--- src/rtl/link_regs_pkg.sv ---
// Constants for the per-port link control and status register block
package link_regs_pkg;
  localparam int            ADDR_W          = 8;
  localparam int            DATA_W          = 32;
  localparam logic [7:0]    OFF_LINK        = 8'hd0;  // Control low half, status high half
  localparam logic [7:0]    OFF_IRQ_STATUS  = 8'he0;  // Sticky event bits, write one to clear
  localparam logic [7:0]    OFF_IRQ_MASK    = 8'he4;  // Interrupt enables, same layout
  localparam logic [7:0]    OFF_OVERRIDE    = 8'he8;  // Slot clock override from management
  // Control field positions
  localparam int            POS_ASPM_LO     = 0;
  localparam int            POS_RCB         = 3;
  localparam int            POS_LINK_DIS    = 4;
  localparam int            POS_RETRAIN     = 5;
  localparam int            POS_COMMON_CLK  = 6;
  localparam int            POS_EXT_SYNC    = 7;
  localparam int            POS_AUTO_WIDTH  = 9;
  localparam int            POS_BW_MGMT_IE  = 10;
  localparam int            POS_AUTO_BW_IE  = 11;
  // Status field positions
  localparam int            POS_SPEED_LO    = 16;
  localparam int            POS_WIDTH_LO    = 20;
  localparam int            POS_TRAIN_ERR   = 26;
  localparam int            POS_TRAINING    = 27;
  localparam int            POS_SLOT_CLK    = 28;
  localparam int            POS_DL_ACTIVE   = 29;
  // Writable control bits: 1:0, 4, 6, 7, 9, 10, 11
  localparam logic [15:0]   CTRL_WR_MASK    = 16'h0ed3;
  localparam logic [15:0]   CTRL_RESET      = 16'h0000;
  localparam logic [3:0]    SPEED_2G5       = 4'h1;
  localparam logic [3:0]    SPEED_5G        = 4'h2;
  localparam logic [5:0]    WIDTH_X1        = 6'h01;
  localparam logic [5:0]    WIDTH_X2        = 6'h02;
  localparam logic [1:0]    ASPM_OFF        = 2'h0;
  localparam logic [1:0]    ASPM_L0S        = 2'h1;
  localparam logic [1:0]    ASPM_L1         = 2'h2;
  localparam logic [1:0]    ASPM_BOTH       = 2'h3;
  localparam int            FTS_EXT         = 4096;
  localparam int            TS1_EXT         = 1024;
  localparam int            CNT_W           = 13;
  // Interrupt event bit positions
  localparam int            EV_TRAIN_ERR    = 0;
  localparam int            EV_TRAIN_DONE   = 1;
  localparam int            EV_DL_UP        = 2;
  localparam int            EV_DL_DOWN      = 3;
  localparam int            EV_BW_MGMT      = 4;
  localparam int            EV_AUTO_BW      = 5;
  localparam int            NUM_EV          = 6;
  // Training tracker states
  typedef enum logic [1:0] {TR_IDLE, TR_ACTIVE, TR_FAILED} train_t;
endpackage : link_regs_pkg

--- src/rtl/link_sync2.sv ---
// Two-flop synchroniser for asynchronous pin inputs
`timescale 1ns/100ps
`default_nettype none
module link_sync2 #(
  parameter int W = 1
) (
  input  wire logic         i_clk,   // Core clock
  input  wire logic         i_rst,   // Async reset, active high
  input  wire logic         i_ce,    // Clock enable
  input  wire logic [W-1:0] i_d,     // Asynchronous input
  output logic      [W-1:0] o_q      // Synchronised output
);
  logic [W-1:0] meta;

  // First stage feeds only the second stage
  always_ff @(posedge i_clk or posedge i_rst) begin
    if (i_rst) begin
      meta <= '0;
      o_q  <= '0;
    end else if (i_ce) begin
      meta <= i_d;
      o_q  <= meta;
    end
  end
endmodule : link_sync2
`default_nettype wire

--- src/rtl/link_ctrl_status.sv ---
// Per-port link control and link status register bank
`timescale 1ns/100ps
`default_nettype none
// Function
// - ASPM field gates L0s and L1 entry
// - Receiver may enter L0s regardless of field
// - Read completion boundary bit reads zero
// - Link disable downstream only, resets zero
// - Retrain write starts retraining downstream only
// - Retrain bit always reads zero
// - Common clock bit stored, resets zero
// - Extended sync sets 4096 FTS, 1024 TS1
// - Bandwidth interrupt enables writable downstream only
// - Speed field reports rate, resets 5G
// - Width field resets x2 up, x1 down
// - Training error set on fail, cleared L0
// - Training flag high during training
// - Slot clock from strap, management override
// - DL active bit follows DL_Active state
module link_ctrl_status
  import link_regs_pkg::*;
#(
  parameter bit IS_UPSTREAM = 1'b0
) (
  input  wire logic                              i_clk,           // Port core clock
  input  wire logic                              i_rst,           // Async reset, active high
  input  wire logic                              i_ce,            // Clock enable
  input  wire logic [link_regs_pkg::ADDR_W-1:0]  i_addr,          // Register byte address
  input  wire logic [link_regs_pkg::DATA_W-1:0]  i_wdata,         // Write data
  input  wire logic                              i_wr,            // Write strobe
  input  wire logic                              i_rd,            // Read strobe
  output logic      [link_regs_pkg::DATA_W-1:0]  o_rdata,         // Read data, cycle after strobe
  input  wire logic                              i_train_start,   // Training began (core logic)
  input  wire logic                              i_train_ok,      // Training reached L0
  input  wire logic                              i_train_fail,    // Training failed
  input  wire logic [3:0]                        i_speed,         // Negotiated speed code
  input  wire logic [5:0]                        i_width,         // Negotiated lane count
  input  wire logic                              i_dl_active,     // Data link in DL_Active
  input  wire logic                              i_bw_mgmt_ev,    // Bandwidth management event
  input  wire logic                              i_auto_bw_ev,    // Autonomous bandwidth event
  input  wire logic                              i_slot_clock_strap, // Strap pin, async
  input  wire logic                              i_rx_l0s_req,    // Receiver wants L0s
  output logic                                   o_l0s_tx_en,     // Transmit L0s entry allowed
  output logic                                   o_l1_en,         // L1 entry allowed
  output logic                                   o_rx_l0s_en,     // Receiver L0s entry allowed
  output logic                                   o_link_disable,  // Hold link down
  output logic                                   o_retrain,       // One-cycle retrain pulse
  output logic                                   o_common_clk,    // Shared reference clock
  output logic                                   o_auto_width_dis,// Autonomous width change off
  output logic      [CNT_W-1:0]                  o_fts_count,     // FTS sets on L0s exit, 0 normal
  output logic      [CNT_W-1:0]                  o_ts1_count,     // TS1 sets on L1 exit, 0 normal
  output logic                                   o_irq            // Level interrupt
);
  import link_regs_pkg::*;

  localparam logic [5:0]  WIDTH_RST = IS_UPSTREAM ? WIDTH_X2 : WIDTH_X1;
  localparam logic [15:0] CTRL_MASK_PORT = IS_UPSTREAM ?
    (CTRL_WR_MASK & ~((16'h0001 << POS_LINK_DIS) | (16'h0001 << POS_BW_MGMT_IE)
                      | (16'h0001 << POS_AUTO_BW_IE)))
    : CTRL_WR_MASK;

  // Address decode used by several terms
  function automatic logic hit(input logic [ADDR_W-1:0] a, input logic [ADDR_W-1:0] off);
    hit = (a == off);
  endfunction : hit

  logic [15:0]       ctrl;
  logic [3:0]        speed;
  logic [5:0]        width;
  logic              train_err;
  logic              training;
  logic              slot_clk;
  logic              slot_ovr_en;
  logic              slot_ovr_val;
  logic              dl_active;
  logic              dl_active_q;
  logic [NUM_EV-1:0] irq_status;
  logic [NUM_EV-1:0] irq_mask;
  logic              strap_sync;
  train_t            tr_state;
  train_t            next_tr_state;

  // Strap arrives from a pin, so it is synchronised before use
  link_sync2 #(.W(1)) u_strap_sync (
    .i_clk (i_clk),
    .i_rst (i_rst),
    .i_ce  (i_ce),
    .i_d   (i_slot_clock_strap),
    .o_q   (strap_sync)
  );

  // Write decode
  wire wr_link  = i_wr && hit(i_addr, OFF_LINK);
  wire wr_stat  = i_wr && hit(i_addr, OFF_IRQ_STATUS);
  wire wr_mask  = i_wr && hit(i_addr, OFF_IRQ_MASK);
  wire wr_ovr   = i_wr && hit(i_addr, OFF_OVERRIDE);
  wire [15:0] next_ctrl = (ctrl & ~CTRL_MASK_PORT) | (i_wdata[15:0] & CTRL_MASK_PORT);

  // Retrain never stored, upstream ignores it
  wire retrain_req = wr_link && i_wdata[POS_RETRAIN] && !IS_UPSTREAM;

  // Power state enables from the ASPM field
  wire [1:0] aspm = ctrl[POS_ASPM_LO +: 2];
  assign o_l0s_tx_en = (aspm == ASPM_L0S) || (aspm == ASPM_BOTH);
  assign o_l1_en     = (aspm == ASPM_L1)  || (aspm == ASPM_BOTH);
  // Receiver L0s is not gated by the field, only by its own request
  assign o_rx_l0s_en = i_rx_l0s_req;

  // Status word: reserved, RCB and retrain positions stay zero
  wire [DATA_W-1:0] link_word = {2'h0, dl_active, slot_clk, training, train_err, width, speed,
                                 ctrl};

  // Event sources, set wins over write-one-clear
  wire [NUM_EV-1:0] ev;
  assign ev[EV_TRAIN_ERR]  = i_train_fail;
  assign ev[EV_TRAIN_DONE] = i_train_ok && training;
  assign ev[EV_DL_UP]      = dl_active && !dl_active_q;
  assign ev[EV_DL_DOWN]    = !dl_active && dl_active_q;
  assign ev[EV_BW_MGMT]    = i_bw_mgmt_ev;
  assign ev[EV_AUTO_BW]    = i_auto_bw_ev;
  wire [NUM_EV-1:0] clr = wr_stat ? i_wdata[NUM_EV-1:0] : '0;

  // Training tracker
  always_comb begin
    next_tr_state = tr_state;
    unique case (tr_state)
      TR_IDLE, TR_FAILED: if (i_train_start || retrain_req) next_tr_state = TR_ACTIVE;
      TR_ACTIVE: begin
        if (i_train_fail) next_tr_state = TR_FAILED;
        else if (i_train_ok) next_tr_state = TR_IDLE;
      end
    endcase
  end

  // Read mux
  wire [DATA_W-1:0] rd_mux =
    hit(i_addr, OFF_LINK)       ? link_word :
    hit(i_addr, OFF_IRQ_STATUS) ? {{(DATA_W-NUM_EV){1'b0}}, irq_status} :
    hit(i_addr, OFF_IRQ_MASK)   ? {{(DATA_W-NUM_EV){1'b0}}, irq_mask} :
    hit(i_addr, OFF_OVERRIDE)   ? {30'h0, slot_ovr_en, slot_ovr_val} : '0;

  // Control register and bus answer
  always_ff @(posedge i_clk or posedge i_rst) begin
    if (i_rst) begin
      ctrl      <= CTRL_RESET;
      o_rdata   <= '0;
      o_retrain <= 1'b0;
    end else if (i_ce) begin
      if (wr_link) ctrl <= next_ctrl;
      o_rdata   <= i_rd ? rd_mux : '0;
      o_retrain <= retrain_req;
    end
  end

  // Link status tracking
  always_ff @(posedge i_clk or posedge i_rst) begin
    if (i_rst) begin
      tr_state    <= TR_IDLE;
      training    <= 1'b0;
      train_err   <= 1'b0;
      speed       <= SPEED_5G;
      width       <= WIDTH_RST;
      dl_active   <= 1'b0;
      dl_active_q <= 1'b0;
    end else if (i_ce) begin
      tr_state    <= next_tr_state;
      training    <= (next_tr_state == TR_ACTIVE);
      if (i_train_fail) train_err <= 1'b1;
      else if (i_train_ok) train_err <= 1'b0;
      if (i_train_ok) begin
        speed <= i_speed;
        width <= i_width;
      end
      dl_active   <= i_dl_active;
      dl_active_q <= dl_active;
    end
  end

  // Slot clock override from management; clearing the enable hands control back to the strap
  always_ff @(posedge i_clk or posedge i_rst) begin
    if (i_rst) begin
      slot_ovr_en  <= 1'b0;
      slot_ovr_val <= 1'b0;
    end else if (i_ce && wr_ovr) begin
      slot_ovr_en  <= i_wdata[1];
      slot_ovr_val <= i_wdata[0];
    end
  end

  // Strap followed continuously: the synchroniser is reset too, so a one-shot capture at
  // release would only ever see zero; the value is valid two cycles after release
  assign slot_clk = slot_ovr_en ? slot_ovr_val : strap_sync;

  // Sticky interrupt status and mask
  always_ff @(posedge i_clk or posedge i_rst) begin
    if (i_rst) begin
      irq_status <= '0;
      irq_mask   <= '0;
    end else if (i_ce) begin
      irq_status <= (irq_status & ~clr) | ev;
      if (wr_mask) irq_mask <= i_wdata[NUM_EV-1:0];
    end
  end

  // Bandwidth event enables in the control word also gate their interrupts; the status bits still set
  wire [NUM_EV-1:0] ev_en = {ctrl[POS_AUTO_BW_IE], ctrl[POS_BW_MGMT_IE], 4'hf};
  assign o_irq = |(irq_status & irq_mask & ev_en);

  // Training set counts from extended sync; zero means the normal count
  assign o_fts_count = ctrl[POS_EXT_SYNC] ? CNT_W'(FTS_EXT) : '0;
  assign o_ts1_count = ctrl[POS_EXT_SYNC] ? CNT_W'(TS1_EXT) : '0;

  assign o_link_disable   = ctrl[POS_LINK_DIS];
  assign o_common_clk     = ctrl[POS_COMMON_CLK];
  assign o_auto_width_dis = ctrl[POS_AUTO_WIDTH];
endmodule : link_ctrl_status
`default_nettype wire

--- config.mk ---
export PLATFORM = sky130hd
export DESIGN_NAME = link_ctrl_status
export DESIGN_NICKNAME = d
export VERILOG_FILES = /design/src/rtl/link_regs_pkg.sv /design/src/rtl/link_sync2.sv /design/src/rtl/link_ctrl_status.sv
export SDC_FILE = /design/constraint.sdc
export NUM_CORES = 1
export LEC_CHECK = 0
export ABC_AREA = 1
export ABC_CLOCK_PERIOD_IN_PS = 4000
export BUFFER_PORTS_ARGS = -buffer_cell sky130_fd_sc_hd__buf_2
export CAP_MARGIN = 0
export CORE_MARGIN = 4
export CORE_UTILIZATION = 50
export CTS_CLUSTER_DIAMETER = 120
export DETAILED_ROUTE_END_ITERATION = 10
export GPL_TIMING_DRIVEN = 1
export PLACE_DENSITY = 0.82
export SLEW_MARGIN = 15
export SYNTH_ARGS = -nofsm -noshare
export SYNTH_HDL_FRONTEND = slang
export SYNTH_HIERARCHICAL = 1
export SYNTH_SLANG_ARGS = --single-unit
--- constraint.sdc ---
create_clock -name i_clk -period 4 [get_ports i_clk]
set_clock_uncertainty 0.2 [all_clocks]
set_input_delay 0.6 -clock i_clk [delete_from_list [all_inputs] [get_ports i_clk]]
set_output_delay 0.6 -clock i_clk [all_outputs]
set_load 0.01 [all_outputs]
* Yosys cells after proc, flatten, opt, wreduce, memory -nomap -nowiden *
Cells that the tools add are included.

operators by class
  equal/unequal tests = 10
  mux-type cells = 15
  bitwise operators = 6
  reduce and logical (&&, ||, !) cells = 22

operators with widths
  cell                count
  $mux 30             2
  $eq 8x8->1 const B  4
  $and 6x6->6         3
  $mux 6              3
  $or 16x12->16       1
  $mux 13             1
  $mux 11             1
  $logic_and 1x1->1   9
  $mux 2              4
  $reduce_and 2->1    4
  $eq 2x1->1 const B  3
  $eq 2x2->1 const B  3
  $not 6->6           1
  $or 6x6->6          1
  $reduce_or 6->1     1
  $pmux 2 s2          1
  $logic_or 1x1->1    3
  $mux 1              3
  $logic_not 1->1     2
  $logic_not 2->1     1
  $reduce_bool 2->1   1
  $reduce_or 2->1     1

storage, ports and cells
  register bits = 81
  input port bits = 63
  output and inout bits = 66
  logic and storage cells = 69

* Longest topological paths before layout *
  depth in word-level cells = 7
  mapped depth = 9
  depth with buffers taken out = 8

* Hierarchy *
The synthesis kept the hierarchy.

by module, submodules not included
  module            times used  cells an instance  area an instance (sq um)  sequential area each (sq um)
  link_ctrl_status  1           359                3166.8                    1629.1
  link_sync2        1           10                 80.1                      50.0

* Least setup slack after synthesis *
Ideal clock, no wire load.

  kind = input -> register
  start point = input port i_addr[0] (netlist bit)
  end point = register ctrl[4]
  setup time = 118 ps
  arrival = 1348 ps
  slack = 2335 ps
  stages on the path = 9
  cells stage by stage = inv_2 > nand2_4 > nor2_8 > nand2_4 > inv_6 > nand2_4 > buf_6 > nand2_1 > o21ai_2

on the way
  longest elaborated chain between the ends = 3

RTL lines
  element                            line                     text
  start: declaration                 link_ctrl_status.sv:28   input wire logic [link_regs_pkg::ADDR_W-1:0] i_addr,
  $eq 8x8->1                         link_ctrl_status.sv:64   hit = (a == off);
  $logic_and 1x1->1                  link_ctrl_status.sv:93   wire wr_link = i_wr && hit(i_addr, OFF_LINK);
  $reduce_and 2->1 (no source line)  n/a
  end signal: assignment             link_ctrl_status.sv:149  if (wr_link) ctrl <= next_ctrl;
  end: declaration                   link_ctrl_status.sv:67   logic [15:0] ctrl;

Every way passes these cells.
A chain may end at the register's enable or synchronous reset.

* Worst setup path in the final report *
  start point = register irq_status[3]
  end point = output port o_irq

on the way
  longest elaborated chain between the ends = 3

RTL lines
  element                    line                     text
  start: declaration         link_ctrl_status.sv:77   logic [NUM_EV-1:0] irq_status;
  start signal: assignment   link_ctrl_status.sv:200  irq_status <= (irq_status & ~clr) | ev;
  $and 6x6->6 (2 in series)  link_ctrl_status.sv:207  assign o_irq = |(irq_status & irq_mask & ev_en);
  $reduce_or 6->1            link_ctrl_status.sv:207
  end: declaration           link_ctrl_status.sv:52   output logic o_irq

Every way passes these cells.

==> flow_metrics.env <==
export IMPL_avgSynthCellArea_um2=8.80
export IMPL_synth_main_ff_cell="dfrtp_1"
export IMPL_fp_dieH_um=88.6
export IMPL_start_util=0.514
export IMPL_wl_per_cell_um=13.2
export IMPL_postCtsHoldBufs=1
export IMPL_power_share_combinational=0.087
export IMPL_track_usage=0.184
export IMPL_setup_viol=0
export IMPL_die_w_um=88.6
export IMPL_crit_family="flip-flops"
export IMPL_p_leak_nw=2.15
export IMPL_grt_max_degree=44
export IMPL_postCtsSetupBuffers=0
export IMPL_switching_share=0.248
export IMPL_p_seq_frac=0.486
export IMPL_setup_tns_ps=0
export IMPL_criticalPathCategory="flop to primary output"
export IMPL_rsz0062_at_grt="false"
export IMPL_diodes=0
export IMPL_p_int_mw=1.12
export IMPL_synthCells=369
export IMPL_gr_total_overflow=0
export IMPL_yosysTopAreaCellShare=0.501
export IMPL_slew_headroom=0.321
export IMPL_drv_cap=0
export IMPL_power_frac_clock=0.427
export IMPL_crit_slowest_cell="dfrtp_1"
export IMPL_worstPathRequired_ps=3200
export IMPL_port_buffers=79
export IMPL_arrival_ps=1350
export IMPL_dieArea_um2=7850
export IMPL_tritoncts="done"
export IMPL_place_gp_congestion=0.871
export IMPL_drive_gt1_frac=0.304
export IMPL_synth_cell_types=31
export IMPL_seq_area_um2=1680
export IMPL_yosysWarningCount=6
export IMPL_final_nets=506
export IMPL_cp_start_kind="flop"
export IMPL_cts_reportedPaths_clkPinSlew_ps=70
export IMPL_fill_cells=552
export IMPL_drt_vias_per_instance=4.81
export IMPL_drcViolationCount=0
export IMPL_clk_path_buf_depth=2
export IMPL_clock_sinks=67
export IMPL_status="finished, final reports clean"
export IMPL_ctsResizeCount=0
export IMPL_power_density_nw_per_um2=395
export IMPL_slew_violations=0
export IMPL_seq_area_frac_synth=0.517
export IMPL_synth_top_cell_by_area="dfrtp_1"
export IMPL_syn2layout_area_growth_pct=16.1
export IMPL_antenna_found_initial=0
export IMPL_slowest_delay_ps=410
export IMPL_crit_chain="nand2_1 -> nand2_1 -> a221oi_1 -> nand3_1 -> buf_2"
export IMPL_synth_edf_count=0
export IMPL_async_flop_share=1.00
export IMPL_cts_buffers=9
export IMPL_io_pins=129
export IMPL_grt_pass1_vias=2332
export IMPL_htreeDepth=3
export IMPL_min_period_over_period=0.536
export IMPL_clk_latency_ps=340
export IMPL_dr_pass1_iters=5
export IMPL_root_buffer="clkbuf_8"
export IMPL_ir_worst_vdd_mv=0.246
export IMPL_num_vias=2526
export IMPL_synth_area_leaders="dfrtp_1 50%, nand2_1 11%, buf_4 7.9%"
export IMPL_hold_path_class="flop to flop"
export IMPL_end_kind="primary output"
export IMPL_hold_viol_final=0
export IMPL_grt_pass1_wl_mm=10.9
export IMPL_multiInputGateArea_um2=1170
export IMPL_cp_num_buf_inv=1
export IMPL_synth_seq_cells=67
export IMPL_finalWirelength_mm=6.96
export IMPL_clock_fmax_mhz=466
export IMPL_crit_top_cell="nand2_1"
export IMPL_p_sw_mw=0.370
export IMPL_total_power_mw=1.49
export IMPL_synthTopCellsByCount="91 x nand2_1, 65 x dfrtp_1, 43 x o21ai_0"
export IMPL_cp_max_fo=3
export IMPL_std_cell_rows=29
export IMPL_yosysMostFrequentCell="nand2_1"
export IMPL_core_um2=6310
export IMPL_drt_iter0_markers=166
export IMPL_tightest_slew_ps=1020
export IMPL_hpwl_mm=5.05
export IMPL_period_needed_ps=2150
export IMPL_netlist_area_um2=3250
export IMPL_antenna_left=0
## layout make-up
type                            instances  share of cell area
Tap cell                               77              0.0256
Sequential cell                        67               0.445
Inverter                               48              0.0491
Timing Repair Buffer                   81               0.110
Clock buffer                           10              0.0365
Multi-Input combinational cell        236               0.311
Clock inverter                          6              0.0232
## cell usage in the layout, fill, tap and decap left out
cell type	count
nor2_8	1
buf_2	79
buf_4	1
nor2_1	18
a221oi_1	1
nand2_1	91
o21ai_1	4
nor2_2	1
nand3_1	15
bufinv_16	2
a31oi_1	1
dlygate4sd3_1	1
o22ai_1	1
o21ai_0	43
conb_1	26
inv_6	2
inv_1	40
dfstp_2	2
inv_2	6
dfrtp_1	65
nand2_2	1
nor2_4	2
nand2_4	7
clkinv_1	1
a21oi_2	6
clkbuf_8	10
clkinv_4	1
o31ai_1	1
o21ai_2	12
or2_2	1
o211ai_1	2
clkinv_2	2
o21a_1	1
a21oi_1	1
## cell families after synthesis
kind of cell | after synthesis | synth area share
DFF | 67 | 0.517
AOI/OAI and AO/OA | 73 | 0.138
and+or+nand+nor | 137 | 0.192
other | 1 | 0.00115
buffers and inverters | 91 | 0.151
## power groups by stage
| stage | sequential, mW | combinational, mW | clock [mW] |
|---|---|---|---|
| floorplan | 0.733 | 0.105 | 0 |
| global placement | 0.735 | 0.124 | 0 |
| detailed placement | 0.736 | 0.130 | 0 |
| CTS | 0.723 | 0.131 | 0.648 |
| global route | 0.726 | 0.149 | 0.684 |
| finish | 0.723 | 0.130 | 0.635 |
## worst paths after layout
path | start | endpoint | slack [ps] | cells after the start
max reg2reg | tr_state[0] | training | 2810 | 5
min in group asynchronous | i_rst | u_strap_sync/meta | 480 | 3
max | irq_status[3] | o_irq | 1850 | 5
min | dl_active_q | irq_status[2] | 260 | 1
min reg2reg | dl_active_q | irq_status[2] | 260 | 1
max in group asynchronous | i_rst | speed[1] | 1920 | 4
## metal layers
metal	part of all wire	wire length [um]	up-vias	track usage
li1	-	-	1244	-
met1	0.43	2970	1185	0.250
met2	0.49	3390	85	0.288
met3	0.066	460	12	0.0354
met4	0.020	139	0	0.0852
met5	0	0	-	0
## state kept, by name, indices dropped and copies added, names as in the netlist, 2 cells and up
signal / flops
o_rdata: 26
irq_mask: 6
irq_status: 6
tr_state: 2
width: 6
ctrl: 8
speed: 4
## per-stage QoR
| stage | cell area (um^2) | cells | setup WS (ps) | hold WS [ps] | utilization |
|---|---|---|---|---|---|
| after global placement | 3530 | 508 | 1810 | 241 | 0.560 |
| after detailed placement | 3530 | 508 | 1740 | 252 | 0.560 |
| after global routing | 3770 | 525 | 1690 | 255 | 0.597 |
| after CTS | 3770 | 525 | 1840 | 246 | 0.597 |
| final | 3770 | 525 | 1850 | 257 | 0.597 |
| after floorplan | 3340 | 394 | 1580 | 141 | - |
(Power assumes the default switching activity.)
